[src/hw/cifg_regs.vh]
// Constants for the interrupt flag gating block
`ifndef CIFG_REGS_VH
`define CIFG_REGS_VH
`define CIFG_PPL_W 3
`define CIFG_PPL_RST 3'h0
`define CIFG_PPL_MASK_MIN 3'h2
`define CIFG_IEN_RST 1'b0
`define CIFG_SSEL_RST 1'b0
`define CIFG_SWI_VEC_W 6
`define CIFG_SWI_VEC_MAX 6'h1f
`define CIFG_DATA_W 16
`define CIFG_BANK_REGS 7
`define CIFG_IDX_W 3
`define CIFG_FLAG_RESERVED 1'b0
`endif

[src/hw/cifg_bank.v]
// One general register bank: four data, two address and the frame base register
`timescale 1ns/1ps
`include "cifg_regs.vh"
module cifg_bank (
    input wire core_clk_i,
    input wire rstn_i,
    input wire wr_en_i,
    input wire [`CIFG_IDX_W-1:0] wr_idx_i,
    input wire [`CIFG_DATA_W-1:0] wr_data_i,
    input wire [`CIFG_IDX_W-1:0] rd_idx_i,
    output wire [`CIFG_DATA_W-1:0] rd_data_o
);
    wire [`CIFG_DATA_W-1:0] words [0:`CIFG_BANK_REGS-1];
    genvar g;
    generate
        for (g = 0; g < `CIFG_BANK_REGS; g = g + 1) begin : g_reg
            reg [`CIFG_DATA_W-1:0] word_q;
            always @(posedge core_clk_i) begin
                if (!rstn_i) begin
                    word_q <= 16'h0000;
                end else if (wr_en_i && wr_idx_i == g) begin
                    word_q <= wr_data_i;
                end
            end
            assign words[g] = word_q;
        end
    endgenerate
    assign rd_data_o = (rd_idx_i < `CIFG_BANK_REGS) ? words[rd_idx_i] : 16'h0000;
endmodule

[src/hw/cifg_top.v]
// Interrupt flag gating and banked general registers of the processor core
// Function
// RULE_01: Maskable interrupts are blocked while the enable flag is 0 and considered while 1.
// RULE_02: Acknowledging any interrupt clears the enable flag to 0.
// RULE_03: Stack select 0 picks the interrupt stack pointer, 1 the user stack pointer.
// RULE_04: Stack select clears on hardware acknowledge or on software interrupt vectors 0 to 31.
// RULE_05: The processor priority level is a 3-bit field with levels 0 to 7.
// RULE_06: A request is enabled only when its priority is strictly above the current level.
// RULE_07: A priority level of 2 to 7 disables all maskable requests.
// RULE_08: The reserved flag bit is written as 0 and reads as undefined (here 0).
// RULE_09: Thirteen core registers, with the seven-register bank present twice.
// RULE_10: Acceptance needs both the enable flag and the priority condition; others stay pending.
// RULE_11: Acceptance is evaluated on the clock and flags update in the acknowledge cycle.
`timescale 1ns/1ps
`include "cifg_regs.vh"
module cifg_top (
    input wire core_clk_i,
    input wire rstn_i,
    input wire irq_pend_i,
    input wire [`CIFG_PPL_W-1:0] irq_prio_i,
    input wire nmi_i,
    input wire swi_exec_i,
    input wire [`CIFG_SWI_VEC_W-1:0] swi_vec_i,
    input wire flag_wr_i,
    input wire ien_wr_i,
    input wire ssel_wr_i,
    input wire [`CIFG_PPL_W-1:0] ppl_wr_i,
    input wire rsv_wr_i,
    input wire bank_sel_i,
    input wire reg_wr_i,
    input wire [`CIFG_IDX_W-1:0] reg_wr_idx_i,
    input wire [`CIFG_DATA_W-1:0] reg_wr_data_i,
    input wire [`CIFG_IDX_W-1:0] reg_rd_idx_i,
    output reg [`CIFG_DATA_W-1:0] reg_rd_data_o,
    output wire irq_ack_o,
    output wire nmi_ack_o,
    output wire irq_hold_o,
    output reg ien_o,
    output reg ssel_o,
    output wire isp_sel_o,
    output wire usp_sel_o,
    output reg [`CIFG_PPL_W-1:0] processor_priority_level_o,
    output wire rsv_rd_o
);

    // ============================================================
    // Declarations
    reg ien_q;
    reg ien_d;
    reg ssel_q;
    reg ssel_d;
    reg [`CIFG_PPL_W-1:0] ppl_q;
    reg [`CIFG_PPL_W-1:0] ppl_d;
    wire prio_ok;
    wire level_open;
    wire mask_ok;
    wire hw_ack;
    wire swi_low;
    wire ien_clr;
    wire ssel_clr;
    wire [1:0] bank_wr_en;
    wire [`CIFG_DATA_W-1:0] bank_rd [0:1];
    wire [`CIFG_DATA_W-1:0] rd_mux;

    // ============================================================
    // Decode helpers
    // Strictly greater: a request at the current level is refused
    function prio_above;
        input [`CIFG_PPL_W-1:0] req;
        input [`CIFG_PPL_W-1:0] lvl;
        begin
            prio_above = (req > lvl);
        end
    endfunction

    // Levels 0 and 1 leave maskable requests open, 2 to 7 shut them
    function level_allows;
        input [`CIFG_PPL_W-1:0] lvl;
        begin
            level_allows = (lvl < `CIFG_PPL_MASK_MIN);
        end
    endfunction

    // Software vectors 0 to 31 also move to the interrupt stack
    function swi_vec_low;
        input [`CIFG_SWI_VEC_W-1:0] vec;
        begin
            swi_vec_low = (vec <= `CIFG_SWI_VEC_MAX);
        end
    endfunction

    // ============================================================
    // Acceptance
    // RULE_06 strict priority compare
    assign prio_ok = prio_above(irq_prio_i, ppl_q);
    // RULE_07 high level masks all
    assign level_open = level_allows(ppl_q);
    // RULE_01 enable flag gate
    // RULE_10 both conditions needed
    assign mask_ok = ien_q && prio_ok && level_open;
    assign irq_ack_o = irq_pend_i && mask_ok;
    assign irq_hold_o = irq_pend_i && !mask_ok;

    // ============================================================
    // Acknowledge sources
    // Non-maskable requests are taken in the cycle they arrive
    assign nmi_ack_o = nmi_i;
    assign hw_ack = irq_ack_o || nmi_ack_o;
    assign swi_low = swi_exec_i && swi_vec_low(swi_vec_i);
    // RULE_02 ack clears enable
    assign ien_clr = hw_ack || swi_exec_i;
    // RULE_04 ack clears stack select
    assign ssel_clr = hw_ack || swi_low;

    // ============================================================
    // Enable flag next state
    // A clear from an acknowledge beats a flag write in the same cycle
    always @* begin
        ien_d = ien_q;
        if (ien_clr) begin
            ien_d = 1'b0;
        end else if (flag_wr_i) begin
            ien_d = ien_wr_i;
        end
    end

    // ============================================================
    // Stack select next state
    // Same precedence as the enable flag
    always @* begin
        ssel_d = ssel_q;
        if (ssel_clr) begin
            ssel_d = 1'b0;
        end else if (flag_wr_i) begin
            ssel_d = ssel_wr_i;
        end
    end

    // ============================================================
    // Priority level next state
    // RULE_05 three-bit level
    always @* begin
        ppl_d = ppl_q;
        if (flag_wr_i) begin
            ppl_d = ppl_wr_i;
        end
    end

    // ============================================================
    // Flag registers
    // RULE_11 update in ack cycle
    always @(posedge core_clk_i) begin
        if (!rstn_i) begin
            ien_q <= `CIFG_IEN_RST;
            ssel_q <= `CIFG_SSEL_RST;
            ppl_q <= `CIFG_PPL_RST;
        end else begin
            ien_q <= ien_d;
            ssel_q <= ssel_d;
            ppl_q <= ppl_d;
        end
    end

    // ============================================================
    // Flag outputs
    // Output copies always carry the same value as the internal flags
    always @(posedge core_clk_i) begin
        if (!rstn_i) begin
            ien_o <= `CIFG_IEN_RST;
            ssel_o <= `CIFG_SSEL_RST;
            processor_priority_level_o <= `CIFG_PPL_RST;
        end else begin
            ien_o <= ien_d;
            ssel_o <= ssel_d;
            processor_priority_level_o <= ppl_d;
        end
    end

    // ============================================================
    // Stack pointer select
    // RULE_03 stack pointer select
    assign isp_sel_o = !ssel_q;
    assign usp_sel_o = ssel_q;

    // ============================================================
    // Reserved bit
    // RULE_08 reserved bit reads fixed
    // The value on rsv_wr_i is dropped, so reads never depend on it
    assign rsv_rd_o = `CIFG_FLAG_RESERVED;

    // ============================================================
    // Register banks
    // RULE_09 two copies of the bank
    genvar b;
    generate
        for (b = 0; b < 2; b = b + 1) begin : g_bank
            assign bank_wr_en[b] = reg_wr_i && (bank_sel_i == b);
            cifg_bank u_bank (
                .core_clk_i(core_clk_i),
                .rstn_i(rstn_i),
                .wr_en_i(bank_wr_en[b]),
                .wr_idx_i(reg_wr_idx_i),
                .wr_data_i(reg_wr_data_i),
                .rd_idx_i(reg_rd_idx_i),
                .rd_data_o(bank_rd[b])
            );
        end
    endgenerate

    // ============================================================
    // Read data
    // Index 7 names no register and reads as zero inside each bank
    assign rd_mux = bank_sel_i ? bank_rd[1] : bank_rd[0];

    always @(posedge core_clk_i) begin
        if (!rstn_i) begin
            reg_rd_data_o <= 16'h0000;
        end else begin
            reg_rd_data_o <= rd_mux;
        end
    end
endmodule

[config.mk]
export PLATFORM = sky130hd
export DESIGN_NAME = cifg_top
export DESIGN_NICKNAME = d
export VERILOG_FILES = /design/src/hw/cifg_bank.v /design/src/hw/cifg_top.v
export VERILOG_INCLUDE_DIRS = /design/src /design/src/hw
export SDC_FILE = /design/constraint.sdc
export NUM_CORES = 1
export LEC_CHECK = 0
export BUFFER_PORTS_ARGS = -buffer_cell sky130_fd_sc_hd__buf_2
export CORE_MARGIN = 2
export CORE_UTILIZATION = 54
export CTS_BUF_LIST = sky130_fd_sc_hd__clkbuf_16
export CTS_CLUSTER_DIAMETER = 120
export DETAILED_ROUTE_END_ITERATION = 16
export MAX_ROUTING_LAYER = met4
export PLACE_DENSITY = 0.75
export SLEW_MARGIN = 20
export SYNTH_ARGS = -nofsm -noshare
export SYNTH_HDL_FRONTEND = slang
export SYNTH_SLANG_ARGS = --single-unit
export TNS_END_PERCENT = 5
[constraint.sdc]
create_clock -name core_clk_i -period 1.5 [get_ports core_clk_i]
set_clock_uncertainty 0.05 [all_clocks]
set_input_delay 0.225 -clock core_clk_i [delete_from_list [all_inputs] [get_ports core_clk_i]]
set_output_delay 0.225 -clock core_clk_i [all_outputs]
set_load 0.1 [all_outputs]
==> results_dict.tcl <==
set metrics [dict create \
    yosysTopAreaCellShare_pct 46.08 \
    synthToLayoutAreaGrowth_pct 19.23 \
    io_pins 72 \
    setup_violations 4 \
    core_um2 19400 \
    async_reset_ff_share_pct 0 \
    dr_total_vias 9293 \
    ys_top_cells_by_count "nand2_1, dfxtp_1, a21oi_1" \
    grt_start_max_net_pins 85 \
    numPortBuffers 64 \
    clk_pin_slew_ps 60 \
    crit_start "processor_priority_level_o[1]" \
    rsz0062_at_grt "yes" \
    viasPerCell 5.779 \
    maxSlewViolCount 0 \
    wl_um 28950 \
    hold_viol 0 \
    dp_hpwl_um 18720 \
    antenna_found_initial 1 \
    hold_start "reg_wr_data_i[9]" \
    powerDensity_nw_per_um2 1065 \
    maxCapViolCount 0 \
    syn_inst 1280 \
    grt_usage_pct 28.75 \
    cp.arrival_ps 1920 \
    ir_drop_uv 759.1 \
    drcViolationCount 0 \
    hp-class "in2reg" \
    rows 51 \
    gp_congestion 0.8598 \
    outcome "finished, violations left" \
    start_util_pct 54.87 \
    clock_path_buffers 3 \
    total_power_uw 13510 \
    drtIter0Drc 942 \
    syn_avg_cell_area_um2 8.316 \
    period_needed_ps 2193 \
    cts_buffers 25 \
    die_h_um 144.4 \
    violations "negative setup slack" \
    overflow 0 \
    yosysTopAreaCell "dfxtp_1" \
    ant_nets 0 \
    yosysMostFrequentCell "nand2_1" \
    criticalPathCategory "reg2out" \
    grt_pass1_vias 8842 \
    cp.required_ps 1220 \
    hold_end "g_bank[1].u_bank.g_reg[0].word_q[9]" \
    synthesis.area_um2 10640 \
    crit_path_end_kind "primary output" \
    ys_seq_elements 245 \
    synth-edff-count 0 \
    n_fill_cell 1600 \
    p_leak_uw 0.004324 \
    die_w_um 144.4 \
    rrSetupSlack_ps -90 \
    nets 1380 \
    h-tree-depth 1 \
    max_slew_margin_pct 54.05 \
    cts.sinks 245 \
    tns_ps -1541 \
    setup_ws_ps -693.4 \
    r2r_cells 7 \
    rr_startpoint "processor_priority_level_o[1]" \
    wire_per_inst_um 18.00 \
    firstDrtPassIters 5 \
    synth-seq-area-share_pct 46.08 \
    r2r-end "ien_o" \
    synth_nets 1328 \
    synthTopCellsByArea "dfxtp_1, nand2_1, a21oi_1, mux4_2, mux2i_1" \
    grt_pass1_wl_um 45980 \
    hold_depth 3 \
    cts_tree "done" \
    synth_cell_types 38 \
    cp_max_fo 2 \
    tightestPinTransition_ps 688.6 \
    yosys_warnings 0 \
    finalCritPeriodShare_pct 146.2 \
    critPathLaunchType "register" \
    dieArea_um2 20850 \
    clk_latency_ps 520 \
    root_buffer "clkbuf_16" \
    max_freq_ghz 0.4559 \
    drive_above_1_share_pct 16.77 \
    synth_ff_type "dfxtp_1" \
]
logic make-up after synthesis:
logic type	count (synthesis)	share of synthesized area, %
buffers and inverters	155	6.500
other	1	0.03523
DFF	245	46.08
adders and majority gates	3	0.3527
muxes	85	11.76
AOI/OAI and AO/OA	292	15.67
and+or+nand+nor	499	19.61
layer usage:
| layer | track usage [%] | vias to the layer above | routed length, um |
|---|---|---|---|
| met5 | - | - | 0 |
| met4 | 8.636 | 0 | 693 |
| met3 | 4.570 | 58 | 2110 |
| met2 | 46.94 | 319 | 14230 |
| met1 | 37.12 | 4477 | 11920 |
| li1 | - | 4439 | - |
cell usage in the layout (no fill, tap or decap), types with 32 or more instances in the layout:
| master | instances |
|---|---|
| buf_4 | 54 |
| buf_12 | 35 |
| buf_2 | 38 |
| o221ai_1 | 32 |
| a21oi_1 | 208 |
| mux2i_1 | 53 |
| inv_1 | 42 |
| nand3_1 | 34 |
| nand2_1 | 407 |
| mux4_2 | 32 |
| dfxtp_1 | 241 |
power breakdown:
part           internal (uW)  leakage (uW)  total, uW  switching [uW]
logic                    487       0.00199       1460             969
clock network           2970      0.000347       5390            2420
registers               6610       0.00198       6670            56.8
state kept, by name, indices dropped and copies added, names as in the netlist:
name,count
g_bank.u_bank.g.word_q,224
reg_rd_data_o,16
ssel_o,1
processor_priority_level_o,3
ien_o,1
timing repair:
item | CTS | global route
endpoints found under the hold margin | 5 | 0
pin swaps | 3 | 4
setup endpoints to repair | 26 | 8
buffers inserted | 1 | 2
hold buffers | 6 | 0
resized for setup | 32 | 5
area by class of cell:
type,instances,area (um^2),share of cell area (%)
clock inverter,12,51.30,0.4042
sequential,245,4917,38.75
antenna,1,2.502,0.01972
multi-input combinational,880,5175,40.78
clock buffer,25,625.6,4.930
tap,265,331.6,2.613
inverter,41,163.9,1.292
timing repair buffer,139,1424,11.22
per-stage QoR:
stage	utilization, %	cells	instance area, um^2	worst slack [ps]	hold slack [ps]
after global placement	60.79	1561	11790	-187.1	350.4
after CTS	65.17	1605	12640	-646.8	17.73
after detailed placement	60.79	1561	11790	-175.6	355.5
after floorplan	-	1280	10720	-851.5	245.7
after global routing	65.42	1608	12690	-752.0	42.24
final	65.42	1608	12690	-693.4	29.95
how the worst max path moves through the flow:
stage | end | cells after the start
floorplan | ssel_o | 6
global placement | irq_ack_o | 7
detailed placement | irq_ack_o | 7
CTS | irq_ack_o | 6
global route | irq_ack_o | 6
finish | irq_ack_o | 6
worst max-delay path, stage by stage, from the launching register on:
cell and delay, ps:
dfxtp_4 350, inv_4 40, ha_4 260, nor2b_4 150, o21ai_4 80, a211oi_4 300, buf_12 220
(Power assumes the default switching activity.)
